[src/rtl/dbs_pkg.sv]
// dbs_pkg: shared codes, records, state types and lane helpers of the bus sizer
package dbs_pkg;

  // ****************************************************************
  // link codes
  // ****************************************************************
  // port size acknowledge, raw pin levels (1 = high)
  localparam logic [1:0] ACK_WAIT = 2'h3;
  localparam logic [1:0] ACK_8 = 2'h2;
  localparam logic [1:0] ACK_16 = 2'h1;
  localparam logic [1:0] ACK_32 = 2'h0;
  // transfer width requested by the processor; 00 and 11 both mean long word
  localparam logic [1:0] TW_BYTE = 2'h1;
  localparam logic [1:0] TW_WORD = 2'h2;
  // port byte addresses: 00 is the most significant byte
  localparam logic [1:0] LANE_MSB = 2'h0;
  localparam logic [1:0] LANE_HALF = 2'h2;
  localparam logic [1:0] LANE_LSB = 2'h3;
  localparam int REC_W = 20;
  localparam int BUF_DEPTH = 2;
  localparam logic [2:0] XFER_RST = 3'h0;

  // ****************************************************************
  // types
  // ****************************************************************
  typedef enum logic [2:0] {ST_IDLE, ST_STROBE, ST_GAP, ST_DRAIN, ST_DONE, ST_REARM} dbs_state_t;

  // one completed peripheral transfer
  typedef struct packed {
    logic [1:0] addr;
    logic [1:0] size;
    logic [15:0] data;
  } dbs_rec_t;

  typedef struct packed {
    dbs_state_t st;
    logic rd;
    logic [1:0] wcode;
    logic [1:0] addr;
    logic [1:0] last;
    logic [31:0] wdata;
    logic [31:0] rdata;
    logic [15:0] pdata;
    logic [1:0] psize;
    logic size_known;
    logic ack;
    logic [2:0] xfers;
  } dbs_top_st_t;

  localparam dbs_top_st_t TOP_RST = '0;

  // ****************************************************************
  // lane helpers
  // ****************************************************************
  // byte of a processor word by lane number, lane 0 = bits 31:24
  function automatic logic [7:0] lane_of(input logic [31:0] w, input logic [1:0] l);
    lane_of = w[8*(3-int'(l)) +: 8];
  endfunction : lane_of

  // replace one lane of a word
  function automatic logic [31:0] put_byte(input logic [31:0] w, input logic [1:0] l,
                                           input logic [7:0] b);
    put_byte = w;
    put_byte[8*(3-int'(l)) +: 8] = b;
  endfunction : put_byte

  // write data for the port: upper byte from the addressed lane, lower from its odd partner
  function automatic logic [15:0] wr_lanes(input logic [31:0] w, input logic [1:0] a);
    wr_lanes = {lane_of(w, a), lane_of(w, a | 2'h1)};
  endfunction : wr_lanes

endpackage : dbs_pkg

[src/rtl/dbs_stream_if.sv]
// dbs_stream_if: valid/ready word stream between the sizer's own modules
`timescale 1ns/1ps
interface dbs_stream_if #(parameter int W = 20);
  logic valid;
  logic ready;
  logic [W-1:0] data;
  modport src (output valid, output data, input ready);
  modport snk (input valid, input data, output ready);
endinterface : dbs_stream_if

[src/rtl/dbs_top.sv]
// dbs_top: 32-bit processor bus to 32/16/8-bit dynamic port bus sizer
//
// Functional notes
// RULE1: select starts access; acknowledge ends it
// RULE2: access splits into one, two, four transfers
// RULE3: both size acks high keep transfer waiting
// RULE4: ack codes give port width; adapt remainder
// RULE5: width code: byte, word or long word
// RULE6: byte offset picks the processor byte lane
// RULE7: port byte address names moved byte
// RULE8: 16-bit writes: upper and lower lane enables
// RULE9: 8-bit writes: single lane enable per byte
// RULE10: strobe marks read window or valid write data
// RULE11: low data half tristate until width known
// RULE12: system gates low transceivers for 32-bit ports
// RULE13: port transfers paced by acknowledge, clock synchronous
// RULE14: 8-bit port bytes travel on upper lane
// RULE15: long read from 8-bit port: four transfers
// RULE16: one-cycle acknowledge, then back to idle
`timescale 1ns/1ps
module dbs_top
  import dbs_pkg::*;
(
  input wire logic CORE_CLK_IN,
  input wire logic RESETN_IN,
  input wire logic CS_N_IN,
  input wire logic RW_IN,
  input wire logic [1:0] TRANSFER_WIDTH_IN,
  input wire logic [1:0] BYTE_OFFSET_IN,
  input wire logic [31:0] CPU_DATA_IN,
  output logic [31:0] CPU_DATA_OUT,
  output logic CPU_DATA_HI_OE_OUT,
  output logic CPU_DATA_LO_OE_OUT,
  output logic ACCESS_DONE_ACK_N_OUT,
  input wire logic [1:0] PORT_SIZE_ACK_IN,
  input wire logic [15:0] PORT_DATA_IN,
  output logic [15:0] PORT_DATA_OUT,
  output logic PORT_DATA_OE_OUT,
  output logic [1:0] PORT_BYTE_ADDR_OUT,
  output logic PORT_STROBE_N_OUT,
  output logic UPPER_LANE_WRITE_EN_N_OUT,
  output logic LOWER_LANE_WRITE_EN_N_OUT,
  output logic SINGLE_LANE_WRITE_EN_N_OUT
);

  // ****************************************************************
  // declarations
  // ****************************************************************
  dbs_top_st_t q;
  dbs_top_st_t d;
  logic [1:0] first_lane;
  logic [1:0] last_lane;
  logic [1:0] next_lane;
  logic final_xfer;
  logic port_ack;
  logic in_access;
  dbs_rec_t push_rec;
  dbs_rec_t pop_rec;

  dbs_stream_if #(.W(REC_W)) rec_in ();
  dbs_stream_if #(.W(REC_W)) rec_out ();

  // ****************************************************************
  // helpers
  // ****************************************************************
  // lane range comes from the live pins, stepping from the held access
  dbs_step u_step (
    .width_in(TRANSFER_WIDTH_IN), // RULE5
    .offset_in(BYTE_OFFSET_IN), // RULE6
    .addr_in(q.addr),
    .last_in(q.last),
    .psize_in(PORT_SIZE_ACK_IN),
    .first_out(first_lane),
    .last_out(last_lane),
    .next_out(next_lane),
    .final_out(final_xfer)
  );

  // finished transfers queue here so a busy merge stage never drops one
  dbs_buf #(.W(REC_W), .DEPTH(BUF_DEPTH)) u_buf (
    .clk_in(CORE_CLK_IN),
    .rst_n_in(RESETN_IN),
    .push(rec_in.snk),
    .pop(rec_out.src)
  );

  // port acknowledge seen with any width code ends the current transfer
  assign port_ack = (q.st == ST_STROBE) && (PORT_SIZE_ACK_IN != ACK_WAIT); // RULE3
  assign push_rec = '{addr: q.addr, size: PORT_SIZE_ACK_IN, data: PORT_DATA_IN};
  assign rec_in.valid = port_ack;
  assign rec_in.data = push_rec;
  assign pop_rec = dbs_rec_t'(rec_out.data);
  // merging waits while a strobe is out, so the buffer really takes up slack
  assign rec_out.ready = (q.st != ST_STROBE) && !q.ack;

  // ****************************************************************
  // access sequencer and read merge
  // ****************************************************************
  // one state copy per cycle: sequence transfers and merge read bytes
  always_comb begin
    d = q;
    d.ack = 1'b0;
    unique case (q.st)
      ST_IDLE: begin
        if (!CS_N_IN) begin // RULE1
          d.rd = RW_IN;
          d.wcode = TRANSFER_WIDTH_IN;
          d.addr = first_lane; // RULE7
          d.last = last_lane;
          d.wdata = CPU_DATA_IN;
          d.pdata = wr_lanes(CPU_DATA_IN, first_lane);
          d.size_known = 1'b0;
          d.xfers = XFER_RST;
          d.st = ST_STROBE;
        end
      end
      ST_STROBE: begin
        // held here while the peripheral answers wait, any length of time
        if (port_ack && rec_in.ready) begin // RULE13
          d.psize = PORT_SIZE_ACK_IN; // RULE4
          d.size_known = 1'b1;
          d.xfers = q.xfers + 3'h1;
          if (final_xfer) begin // RULE2
            d.st = ST_DRAIN;
          end else begin
            d.addr = next_lane; // RULE4
            d.pdata = wr_lanes(q.wdata, next_lane);
            d.st = ST_GAP;
          end
        end
      end
      ST_GAP: begin
        // the peripheral must drop its acknowledge before the next strobe
        if (PORT_SIZE_ACK_IN == ACK_WAIT) begin
          d.st = ST_STROBE;
        end
      end
      ST_DRAIN: begin
        if (!rec_out.valid) begin
          d.ack = 1'b1; // RULE1
          d.st = ST_DONE;
        end
      end
      ST_DONE: begin
        d.st = ST_REARM; // RULE16
      end
      ST_REARM: begin
        // a select still held from the finished access must not restart it
        if (CS_N_IN) begin
          d.st = ST_IDLE; // RULE16
        end
      end
    endcase
    // place each finished read transfer into its processor lanes
    if (rec_out.valid && rec_out.ready && q.rd) begin
      unique case (pop_rec.size)
        ACK_8: begin
          d.rdata = put_byte(q.rdata, pop_rec.addr, pop_rec.data[15:8]); // RULE14
        end
        ACK_16: begin
          d.rdata = put_byte(q.rdata, pop_rec.addr & LANE_HALF, pop_rec.data[15:8]);
          d.rdata = put_byte(d.rdata, pop_rec.addr | 2'h1, pop_rec.data[7:0]);
        end
        default: begin
          d.rdata[31:16] = pop_rec.data; // low half comes through external transceivers
        end
      endcase
    end
  end

  // synchronous reset into idle with no strobe and no acknowledge
  always_ff @(posedge CORE_CLK_IN) begin
    if (!RESETN_IN) begin
      q <= TOP_RST;
    end else begin
      q <= d;
    end
  end

  // ****************************************************************
  // pins
  // ****************************************************************
  assign in_access = (q.st == ST_STROBE) || (q.st == ST_GAP) || (q.st == ST_DRAIN) ||
                     (q.st == ST_DONE);
  assign CPU_DATA_OUT = q.rdata;
  assign CPU_DATA_HI_OE_OUT = q.rd && in_access;
  // low half stays off the bus until a narrow port is known
  assign CPU_DATA_LO_OE_OUT = q.rd && in_access && q.size_known && (q.psize != ACK_32); // RULE11
  assign ACCESS_DONE_ACK_N_OUT = !q.ack; // RULE16
  assign PORT_STROBE_N_OUT = !(q.st == ST_STROBE); // RULE10
  assign PORT_BYTE_ADDR_OUT = q.addr; // RULE7
  assign PORT_DATA_OUT = q.pdata; // RULE14
  assign PORT_DATA_OE_OUT = !q.rd && ((q.st == ST_STROBE) || (q.st == ST_GAP));
  // width unknown on the first strobe, so every enable that fits the lane goes out
  assign UPPER_LANE_WRITE_EN_N_OUT = !(!q.rd && (q.st == ST_STROBE) && !q.addr[0]); // RULE8
  assign LOWER_LANE_WRITE_EN_N_OUT = !(!q.rd && (q.st == ST_STROBE) &&
                                       (q.addr[0] || (q.last > q.addr))); // RULE8
  assign SINGLE_LANE_WRITE_EN_N_OUT = !(!q.rd && (q.st == ST_STROBE)); // RULE9

  // ****************************************************************
  // checks
  // ****************************************************************
  chk_access_start: assert property (@(posedge CORE_CLK_IN) disable iff (!RESETN_IN) // RULE1
    (q.st == ST_IDLE && !CS_N_IN) |=>
      (q.st == ST_STROBE && !PORT_STROBE_N_OUT && PORT_BYTE_ADDR_OUT == $past(first_lane)))
    else $error("select did not start a strobed transfer at the first lane");

  chk_wait_holds: assert property (@(posedge CORE_CLK_IN) disable iff (!RESETN_IN) // RULE3
    (q.st == ST_STROBE && PORT_SIZE_ACK_IN == ACK_WAIT) |=>
      (q.st == ST_STROBE && q.xfers == $past(q.xfers)))
    else $error("transfer completed while acknowledge was wait");

  chk_half_step: assert property (@(posedge CORE_CLK_IN) disable iff (!RESETN_IN) // RULE4
    (port_ack && rec_in.ready && PORT_SIZE_ACK_IN == ACK_16 && !final_xfer) |=>
      (q.st == ST_GAP && PORT_BYTE_ADDR_OUT == LANE_HALF && PORT_STROBE_N_OUT))
    else $error("16-bit port did not step to the second half-word");

  chk_four_bytes: assert property (@(posedge CORE_CLK_IN) disable iff (!RESETN_IN) // RULE15
    (q.ack && q.psize == ACK_8 && q.wcode != TW_BYTE && q.wcode != TW_WORD) |->
      q.xfers == 3'h4)
    else $error("long word over 8-bit port did not take four transfers");

  chk_lo_tristate: assert property (@(posedge CORE_CLK_IN) disable iff (!RESETN_IN) // RULE11
    (!q.size_known || q.psize == ACK_32) |-> !CPU_DATA_LO_OE_OUT)
    else $error("low data half driven before a narrow width was known");

  chk_upper_lane: assert property (@(posedge CORE_CLK_IN) disable iff (!RESETN_IN) // RULE8
    !UPPER_LANE_WRITE_EN_N_OUT |-> (!PORT_BYTE_ADDR_OUT[0] && !PORT_STROBE_N_OUT && !q.rd))
    else $error("upper lane enable on an odd byte or outside a write strobe");

  chk_single_lane: assert property (@(posedge CORE_CLK_IN) disable iff (!RESETN_IN) // RULE9
    !SINGLE_LANE_WRITE_EN_N_OUT |->
      (PORT_DATA_OE_OUT && PORT_DATA_OUT[15:8] == lane_of(q.wdata, PORT_BYTE_ADDR_OUT)))
    else $error("single lane enable without the addressed byte on the port");

  chk_byte_merge: assert property (@(posedge CORE_CLK_IN) disable iff (!RESETN_IN) // RULE14
    (rec_out.valid && rec_out.ready && q.rd && pop_rec.size == ACK_8) |=>
      lane_of(CPU_DATA_OUT, $past(pop_rec.addr)) == $past(pop_rec.data[15:8]))
    else $error("8-bit read byte not placed in its processor lane");

  chk_ack_pulse: assert property (@(posedge CORE_CLK_IN) disable iff (!RESETN_IN) // RULE16
    $fell(ACCESS_DONE_ACK_N_OUT) |=>
      (ACCESS_DONE_ACK_N_OUT && q.st == ST_REARM) ##1 ACCESS_DONE_ACK_N_OUT)
    else $error("acknowledge longer than one cycle or no return toward idle");

  // address and data must not move while the peripheral is still waiting
  chk_strobe_steady: assert property (@(posedge CORE_CLK_IN) disable iff (!RESETN_IN) // RULE3
    (q.st == ST_STROBE && PORT_SIZE_ACK_IN == ACK_WAIT) |=>
      (!PORT_STROBE_N_OUT && $stable(PORT_BYTE_ADDR_OUT) && $stable(PORT_DATA_OUT)))
    else $error("strobe, address or write data moved during a wait");

  // a taken acknowledge closes the strobe on the next cycle
  chk_strobe_ends: assert property (@(posedge CORE_CLK_IN) disable iff (!RESETN_IN) // RULE10
    (port_ack && rec_in.ready) |=> PORT_STROBE_N_OUT)
    else $error("strobe still low after the transfer was acknowledged");

  // the next strobe follows once the peripheral is back at wait
  chk_gap_rearm: assert property (@(posedge CORE_CLK_IN) disable iff (!RESETN_IN) // RULE13
    (q.st == ST_GAP && PORT_SIZE_ACK_IN == ACK_WAIT) |=> !PORT_STROBE_N_OUT)
    else $error("no strobe after the acknowledge returned to wait");

  // a stale acknowledge must not open the next transfer
  chk_gap_waits: assert property (@(posedge CORE_CLK_IN) disable iff (!RESETN_IN) // RULE13
    (q.st == ST_GAP && PORT_SIZE_ACK_IN != ACK_WAIT) |=> PORT_STROBE_N_OUT)
    else $error("strobe reopened while the old acknowledge still stood");

  // nothing on either bus moves between accesses
  chk_idle_quiet: assert property (@(posedge CORE_CLK_IN) disable iff (!RESETN_IN) // RULE10
    (q.st == ST_IDLE || q.st == ST_REARM) |->
      (PORT_STROBE_N_OUT && ACCESS_DONE_ACK_N_OUT && SINGLE_LANE_WRITE_EN_N_OUT &&
       !CPU_DATA_HI_OE_OUT))
    else $error("strobe, enable, acknowledge or data drive outside an access");

  // an 8-bit port steps one byte address per transfer
  chk_byte_step: assert property (@(posedge CORE_CLK_IN) disable iff (!RESETN_IN) // RULE15
    (port_ack && rec_in.ready && PORT_SIZE_ACK_IN == ACK_8 && !final_xfer) |=>
      (PORT_BYTE_ADDR_OUT == $past(PORT_BYTE_ADDR_OUT) + 2'h1))
    else $error("8-bit port did not step to the next byte address");

  // lower lane enable only inside a write strobe
  chk_lower_lane: assert property (@(posedge CORE_CLK_IN) disable iff (!RESETN_IN) // RULE8
    !LOWER_LANE_WRITE_EN_N_OUT |-> (!PORT_STROBE_N_OUT && !q.rd))
    else $error("lower lane enable outside a write strobe");

  // write strobe carries the addressed lane and its odd partner
  chk_write_data: assert property (@(posedge CORE_CLK_IN) disable iff (!RESETN_IN) // RULE10
    (q.st == ST_STROBE && !q.rd) |->
      (PORT_DATA_OE_OUT && PORT_DATA_OUT == wr_lanes(q.wdata, PORT_BYTE_ADDR_OUT)))
    else $error("write strobe without the addressed lanes on the port");

  // a read strobe leaves the port data free for the peripheral
  chk_read_quiet: assert property (@(posedge CORE_CLK_IN) disable iff (!RESETN_IN) // RULE10
    (q.st == ST_STROBE && q.rd) |->
      (!PORT_DATA_OE_OUT && SINGLE_LANE_WRITE_EN_N_OUT && UPPER_LANE_WRITE_EN_N_OUT))
    else $error("port data or write enable driven during a read strobe");

  // acknowledge only once every transfer has been merged
  chk_ack_last: assert property (@(posedge CORE_CLK_IN) disable iff (!RESETN_IN) // RULE1
    q.ack |-> (!rec_out.valid && q.xfers != XFER_RST))
    else $error("acknowledge with transfers still queued or none done");

  // an access ends after one, two or four transfers
  chk_done_count: assert property (@(posedge CORE_CLK_IN) disable iff (!RESETN_IN) // RULE2
    q.ack |-> (q.xfers == 3'h1 || q.xfers == 3'h2 || q.xfers == 3'h4))
    else $error("access ended after an unexpected number of transfers");

endmodule : dbs_top

[src/rtl/dbs_buf.sv]
// dbs_buf: small valid/ready buffer holding completed peripheral transfers
`timescale 1ns/1ps
module dbs_buf
  import dbs_pkg::*;
#(
  parameter int W = REC_W,
  parameter int DEPTH = BUF_DEPTH
) (
  input wire logic clk_in,
  input wire logic rst_n_in,
  dbs_stream_if.snk push,
  dbs_stream_if.src pop
);
  localparam int AW = (DEPTH > 1) ? $clog2(DEPTH) : 1;

  typedef struct packed {
    logic [DEPTH-1:0][W-1:0] mem;
    logic [AW-1:0] wp;
    logic [AW-1:0] rp;
    logic [AW:0] cnt;
  } dbs_buf_st_t;

  dbs_buf_st_t q;
  dbs_buf_st_t d;
  logic in_fire;
  logic out_fire;

  // full and empty come straight from the count, so back-pressure is exact
  assign push.ready = (q.cnt != (AW+1)'(DEPTH));
  assign pop.valid = (q.cnt != '0);
  assign pop.data = q.mem[q.rp];
  assign in_fire = push.valid && push.ready;
  assign out_fire = pop.valid && pop.ready;

  // next state: write at wp, read at rp, pointers wrap at DEPTH
  always_comb begin
    d = q;
    if (in_fire) begin
      d.mem[q.wp] = push.data;
      d.wp = (q.wp == AW'(DEPTH-1)) ? '0 : q.wp + 1'b1;
    end
    if (out_fire) begin
      d.rp = (q.rp == AW'(DEPTH-1)) ? '0 : q.rp + 1'b1;
    end
    d.cnt = q.cnt + (AW+1)'(in_fire) - (AW+1)'(out_fire);
  end

  always_ff @(posedge clk_in) begin
    if (!rst_n_in) begin
      q <= '0;
    end else begin
      q <= d;
    end
  end

  // a taken word with no pop must raise the count by one, never past the depth
  chk_buf_no_overrun: assert property (@(posedge clk_in) disable iff (!rst_n_in)
    (in_fire && !out_fire) |=> (q.cnt == $past(q.cnt) + 1'b1 && q.cnt <= (AW+1)'(DEPTH)))
    else $error("buffer count not raised by one on a push or past depth");

endmodule : dbs_buf

[src/rtl/dbs_step.sv]
// dbs_step: lane range of an access and the step from one transfer to the next
`timescale 1ns/1ps
module dbs_step
  import dbs_pkg::*;
(
  input wire logic [1:0] width_in,
  input wire logic [1:0] offset_in,
  input wire logic [1:0] addr_in,
  input wire logic [1:0] last_in,
  input wire logic [1:0] psize_in,
  output logic [1:0] first_out,
  output logic [1:0] last_out,
  output logic [1:0] next_out,
  output logic final_out
);
  // first and last lane touched by the processor access
  always_comb begin
    unique case (width_in)
      TW_BYTE: begin
        first_out = offset_in;
        last_out = offset_in;
      end
      TW_WORD: begin
        first_out = {offset_in[1], 1'b0};
        last_out = {offset_in[1], 1'b1};
      end
      default: begin
        first_out = LANE_MSB;
        last_out = LANE_LSB;
      end
    endcase
  end

  // a 16-bit port moves a half-word, an 8-bit port a single byte
  always_comb begin
    unique case (psize_in)
      ACK_32: begin
        next_out = addr_in;
        final_out = 1'b1;
      end
      ACK_16: begin
        next_out = LANE_HALF;
        final_out = ((addr_in | 2'h1) >= last_in);
      end
      ACK_8: begin
        next_out = addr_in + 2'h1; // RULE15
        final_out = (addr_in >= last_in);
      end
      default: begin
        next_out = addr_in;
        final_out = 1'b0;
      end
    endcase
  end

endmodule : dbs_step

[config.mk]
export PLATFORM = sky130hd
export DESIGN_NAME = dbs_top
export DESIGN_NICKNAME = d
export VERILOG_FILES = /design/src/rtl/dbs_pkg.sv /design/src/rtl/dbs_stream_if.sv /design/src/rtl/dbs_top.sv /design/src/rtl/dbs_buf.sv /design/src/rtl/dbs_step.sv
export SDC_FILE = /design/constraint.sdc
export NUM_CORES = 1
export LEC_CHECK = 0
export ABC_CLOCK_PERIOD_IN_PS = 3400
export BUFFER_PORTS_ARGS = -buffer_cell sky130_fd_sc_hd__clkbuf_2
export CAP_MARGIN = 20
export CORE_MARGIN = 1
export CORE_UTILIZATION = 57
export DETAILED_ROUTE_END_ITERATION = 10
export PLACE_DENSITY = 0.8
export RECOVER_POWER = 50
export SYNTH_ARGS = -nofsm -noshare
export SYNTH_HDL_FRONTEND = slang
export SYNTH_SLANG_ARGS = --single-unit
[constraint.sdc]
create_clock -name CORE_CLK_IN -period 3.4 [get_ports CORE_CLK_IN]
set_clock_uncertainty 0.05 [all_clocks]
set_input_delay 0.68 -clock CORE_CLK_IN [delete_from_list [all_inputs] [get_ports CORE_CLK_IN]]
set_output_delay 0.68 -clock CORE_CLK_IN [all_outputs]
set_load 0.005 [all_outputs]
==> results of run 1 <==
## cell families (layout without fill, tap and decap cells)
group,after synthesis,count (layout),share of synthesized area [%]
AOI/OAI and AO/OA,194,194,20.0
xor gates and xnor gates,4,4,0.478
adders and majority gates,17,17,2.90
buffers and inverters,128,187,9.87
DFF,136,136,37.1
muxes,89,89,13.6
and+or+nand+nor,247,247,16.0
## worst max-delay path by stage
stage,to,slack (ns)
floorplan,CPU_DATA_OUT[13],0.36
global placement,CPU_DATA_OUT[28],0.61
detailed placement,CPU_DATA_OUT[29],0.52
CTS,CPU_DATA_OUT[25],0.52
global route,LOWER_LANE_WRITE_EN_N_OUT,0.17
finish,LOWER_LANE_WRITE_EN_N_OUT,0.31
## tightest hold or removal path: stages, from the launching register on
cell      delay [ns]
dfxtp_1         0.31
nand2_1         0.05
a21boi_1        0.05
## registers in the layout (all words and copies together), names as in the netlist
| name | count |
|---|---|
| u_buf.q | 44 |
| PORT_DATA_OUT | 16 |
| CPU_DATA_OUT | 32 |
| q | 42 |
| PORT_BYTE_ADDR_OUT | 2 |
## layer usage
layer	up-vias	track usage (%)	wire, µm
met5	-	0	0
li1	2905	-	-
met4	0	12.8	447
met1	2809	36.3	7710
met3	38	6.54	1280
met2	216	43.8	8210
## synthesized netlist by cell type, types with 3 or more instances
master / instances
o211a_1: 4
a22oi_1: 15
mux4_2: 7
a211o_1: 4
buf_4: 53
o31ai_1: 14
nor2b_1: 39
mux2_2: 16
inv_1: 21
xnor2_1: 3
a21oi_1: 17
dfxtp_1: 136
nor2_1: 8
a21o_1: 7
nor3_1: 4
o21ai_0: 7
buf_2: 8
o22ai_1: 13
a21boi_1: 22
a21boi_0: 42
and2_1: 14
nand2_1: 149
buf_1: 4
nand2b_1: 5
a2bb2oi_1: 8
mux2i_1: 66
a31oi_1: 7
ha_1: 17
buf_6: 4
clkbuf_1: 36
o221ai_1: 9
o22a_1: 7
or3_1: 11
## power breakdown
part,total (mW),switching [mW],internal (mW),leakage [nW]
Sequential,1.99,0.181,1.81,1.11
Combinational,1.52,0.865,0.653,1.85
Clock,1.84,0.667,1.17,0.292
## area by class of cell
type,count,area share (%)
Multi-Input combinational cell,551,47.4
Timing Repair Buffer,133,8.53
Clock buffer,24,6.11
Clock inverter,7,1.11
Inverter,23,1.07
Sequential cell,136,33.1
Tap cell,172,2.62
==> summary.txt, run 1 <==
Setup path
  – Terminus of the critical flop-to-flop path: CPU_DATA_OUT[25]
  – Crit path buf inv count: 2
  – Critical path arrival: 2.36 ns
  – Max stage delay cell, worst path: clkbuf_1
  – Worst reg2reg path startpoint: u_buf.q[2]
  – WP depth: 5
  – Top delay family on crit path: buffers and inverters
  – Register-to-Register Path Depth: 8
  – Max stage delay on crit path: 0.69 ns
  – Maximum fanout along the worst path: 16
  – Worst path cell trace: nor3b_4 > clkbuf_1 > nand2b_1 > o21bai_1 > clkbuf_2
  – Setup crit start: q[94]
  – Crit. End Element: output port
  – Crit Path Category: flip-flop to output port
  – Internal reg-to-reg setup slack: 0.40 ns
  – Required @ worst endpoint: 2.67 ns
  – Critical path launch point type: flip-flop

Finish
  – # fillers: 1062
  – Final cell count without fillers: 1046
  – Area of the multi-input gates: 3890 µm²
  – Post-layout util: 65.4%
  – Antenna Cells: 0
  – Most frequent cells in the layout: nand2_1 (149), dfxtp_1 (136), clkbuf_2 (82), mux2i_1 (66), a21boi_0 (42)
  – Share of layout cells above drive strength 1: 18.5%
  – Post-layout nets: 937
  – Sequential Area: 2720 µm²
  – Commonest non-fill, non-tap cell in the layout: nand2_1
  – Area Growth Syn to Fin: 12.0%
  – Fin area: 8210 µm²

Power and ir drop
  – Power Dens Cells: 650 nW/µm²
  – Leakage: 3.25 nW
  – VDD IR-drop max: 0.365 mV
  – Pwr Total: 5.34 mW

Min path
  – HP Class: flip-flop to flip-flop
  – Hold worst-path end: CPU_DATA_OUT[13]
  – Worst Hold Launch: CPU_DATA_OUT[13]
  – Hold-critical path depth: 2

Yosys
  – Synth area leader: dfxtp_1
  – Distinct cells, synth: 63
  – Synth Area per Inst: 9.00 µm²
  – Cell count after synthesis: 815
  – Async S/R FF share, synth: 0%
  – Synth Register Bits: 136
  – Cell area after synthesis: 7340 µm²
  – Synth Net Count: 890
  – Largest cells by area after synthesis: dfxtp_1 (37%), mux2i_1 (9.0%), nand2_1 (7.6%)
  – EDFF count, synth: 0
  – Ys flop type: dfxtp_1
  – Share of the synthesized area in the top cell type: 37.1%
  – Synth warn: 0
  – Post-synthesis sequential area ratio: 37.1%

Routing
  – WL/cell: 16.9 µm
  – DR vias: 5968
  – Vias per inst: 5.71
  – # DRC: 0
  – Initial DRC count: 389
  – ANT nets after route: 0
  – DRT Pass-1 Iters: 5
  – Final WL: 17600 µm

Place
  – Post-DP Area: 7670 µm²
  – Dpl ws: 0.521 ns
  – Dpl hpwl: 11900 µm
  – Number of I/O port buffers: 115
  – GPL Wtd Cong: 0.834
  – Cell count after placement: 1015

STA
  – Final Hold Vio Count: 0
  – Fmax achieved: 0.324 GHz
  – Worst setup margin: 0.311 ns
  – Slew margin rel.: -4.51%
  – Post-route minimum period: 3.09 ns
  – Worst slew pin tran: 1.57 ns
  – Final-report max-slew violation count: 36
  – Period Utilization, post-route: 90.9%
  – Min Hold Slack: 0.400 ns
  – Number of setup violations in the final report: 0
  – RSZ-0062 raised after global routing: false
  – Final TNS setup: 0 ns

Global route
  – First-pass GRT wire length: 28500 µm
  – Gr ovfl total: 0
  – Total track usage: 27.8%
  – Initial antenna violation count: 0
  – Number of global-route vias before repair: 5781
  – Largest net degree at the start of global routing: 75

CTS
  – Gates resized, CTS repair: 0
  – CTS tree: built
  – Worst skew pair latency: 0.42 ns
  – Root buffer cell: clkbuf_16
  – Hold_buf cts: 0
  – CTS buffer count: 17
  – Clock Sinks: 136
  – Clock buffer depth: 2
  – H-tree depth: 4
  – Post-CTS setup buffer count: 0
  – Clock transition at path regs: 0.06 ns

Run status
  – Failing checks: capacitance limit, slew limit
  – Outcome: complete, but fails checks

Die
  – Die extent in y: 115 µm
  – Std cell rows: 41
  – DIE WIDTH: 115 µm
  – Initial core utilization: 58.4%
  – I/O pin cnt: 116
  – Core box area: 12600 µm²
  – Die ar.: 13300 µm²

Job
  – Max Cap Viol: 1
Power figures use the tool's default switching activity.
==> inputs of run 2 (changes only) <==
--- a/config.mk
+++ b/config.mk
@@ -5,9 +5,9 @@
 export SDC_FILE = /design/constraint.sdc
 export NUM_CORES = 1
 export LEC_CHECK = 0
-export ABC_CLOCK_PERIOD_IN_PS = 3400
+export ABC_CLOCK_PERIOD_IN_PS = 3200
 export BUFFER_PORTS_ARGS = -buffer_cell sky130_fd_sc_hd__clkbuf_2
-export CAP_MARGIN = 20
+export CAP_MARGIN = 0
 export CORE_MARGIN = 1
 export CORE_UTILIZATION = 57
 export DETAILED_ROUTE_END_ITERATION = 10
==> constraint.sdc (replaced) <==
create_clock -name CORE_CLK_IN -period 3.2 [get_ports CORE_CLK_IN]
set_clock_uncertainty 0.05 [all_clocks]
set_input_delay 0.64 -clock CORE_CLK_IN [delete_from_list [all_inputs] [get_ports CORE_CLK_IN]]
set_output_delay 0.64 -clock CORE_CLK_IN [all_outputs]
set_load 0.005 [all_outputs]
==> run 2 against run 1 <==
The run still ends with capacitance limit, slew limit left; setup slack improved by 0.10 ns; design area fell by 0.44%; final cell count barely moved; critical path depth down 2; clock power is 9.8% higher; sequential power is 6% higher; register-to-register slack better by 0.09 ns; combinational power grew 5%; non-clock buffer count unchanged; sequential cell count stayed put; power up 7.1%; highest routed layer unchanged.
==> summary.txt, run 2 (synthesized netlist as in run 1, its figures left out) <==
Setup path
  – Maximum fanout along the worst path: 74
  – Crit. End Element: flip-flop
  – Worst path cell trace: clkbuf_1 > buf_2 > o221a_2
  – Required @ worst endpoint: 3.51 ns
  – Critical path launch point type: primary input
  – Max stage delay on crit path: 1.08 ns
  – Max stage delay cell, worst path: clkbuf_1
  – Crit Path Category: primary input to flip-flop
  – Critical path arrival: 3.10 ns

Place
  – Cell count after placement: 1015
  – Dpl hpwl: 11800 µm
  – GPL Wtd Cong: 0.868
  – Number of I/O port buffers: 115
  – Dpl ws: 0.218 ns

Power and ir drop
  – VDD IR-drop max: 0.390 mV
  – Power Dens Cells: 700 nW/µm²
  – Pwr Total: 5.72 mW
  – Leakage: 3.24 nW

Die
  – Die extent in y: 115 µm
  – Die ar.: 13300 µm²
  – I/O pin cnt: 116
  – Std cell rows: 41
  – Core box area: 12600 µm²
  – DIE WIDTH: 115 µm
  – Initial core utilization: 58.4%

Global route
  – Largest net degree at the start of global routing: 75
  – First-pass GRT wire length: 28600 µm
  – Number of global-route vias before repair: 5691
  – Initial antenna violation count: 0
  – Total track usage: 27.9%
  – Gr ovfl total: 0

STA
  – RSZ-0062 raised after global routing: false
  – Worst setup margin: 0.415 ns
  – Number of setup violations in the final report: 0
  – Worst slew pin tran: 1.53 ns
  – Final Hold Vio Count: 0
  – Fmax achieved: 0.359 GHz
  – Period Utilization, post-route: 87.0%
  – Slew margin rel.: -2.27%
  – Min Hold Slack: 0.400 ns
  – Post-route minimum period: 2.78 ns
  – Final TNS setup: 0 ns
  – Final-report max-slew violation count: 42

Routing
  – ANT nets after route: 0
  – Vias per inst: 5.73
  – Initial DRC count: 455
  – # DRC: 0
  – Final WL: 17900 µm
  – WL/cell: 17.1 µm
  – DRT Pass-1 Iters: 5
  – DR vias: 5993

Finish
  – Area Growth Syn to Fin: 11.5%
  – Antenna Cells: 0
  – Register with the most flip-flops: u_buf.q
  – Most frequent cells in the layout: nand2_1 (149), dfxtp_1 (136), clkbuf_2 (82), mux2i_1 (66), a21boi_0 (42)
  – # fillers: 1056
  – Post-layout nets: 937
  – Commonest non-fill, non-tap cell in the layout: nand2_1
  – Max FFs per register: 44
  – Share of layout cells above drive strength 1: 18.7%
  – Final cell count without fillers: 1045

CTS
  – Hold_buf cts: 0
  – Root buffer cell: clkbuf_16
  – H-tree depth: 4
  – CTS tree: built
  – Post-CTS setup buffer count: 0
  – Worst skew pair latency: 0.42 ns
  – Clock buffer depth: 2
  – Clock transition at path regs: 0.06 ns
  – Clock Sinks: 136
  – CTS buffer count: 17
  – Gates resized, CTS repair: 0

Job
  – Max Cap Viol: 1

Min path
  – HP Class: flip-flop to flip-flop

Run status
  – Failing checks: capacitance limit, slew limit
  – Outcome: complete, but fails checks
-- run 2: cell type report --
| cell class | count | area (µm²) | area share [%] |
|---|---|---|---|
| Inverter | 23 | 91.3 | 1.12 |
| Clock buffer | 22 | 484 | 5.92 |
| Timing Repair Buffer | 133 | 663 | 8.11 |
| Multi-Input combinational cell | 551 | 3880 | 47.5 |
| Tap cell | 172 | 215 | 2.63 |
| Clock inverter | 8 | 120 | 1.47 |
| Sequential cell | 136 | 2720 | 33.3 |
-- run 2: worst paths after layout --
path	slack, ns	end	cells past startpoint	from
setup / recovery	0.42	q[94]	3	RESETN_IN
hold / removal	0.40	u_buf.q[28]	2	u_buf.q[28]
setup reg to reg	0.49	PORT_DATA_OUT[13]	5	q[94]
hold reg to reg	0.40	u_buf.q[28]	2	u_buf.q[28]
-- run 2: critical path: cells and delay by family --
family / cells / cell delay [ns]
buf+inv: 2 / 2.09
compound gates: 1 / 0.34
-- run 2: layer usage --
layer	vias up	part of all wire (%)	track usage, %
met2	205	48	44.9
li1	2900	-	-
met5	-	0	0
met3	33	6.1	5.44
met4	0	2.1	12.1
met1	2855	44	36.6
-- run 2: through the flow --
stage	cell area, µm²	util, %
after floorplan	7340	-
after global placement	7650	60.9
after detailed placement	7650	60.9
after CTS	8250	65.7
after global routing	8180	65.1
final	8180	65.1
-- run 2: power breakdown --
group,internal (mW),switching (mW)
clock network,1.29,0.722
logic,0.672,0.918
registers,1.92,0.194
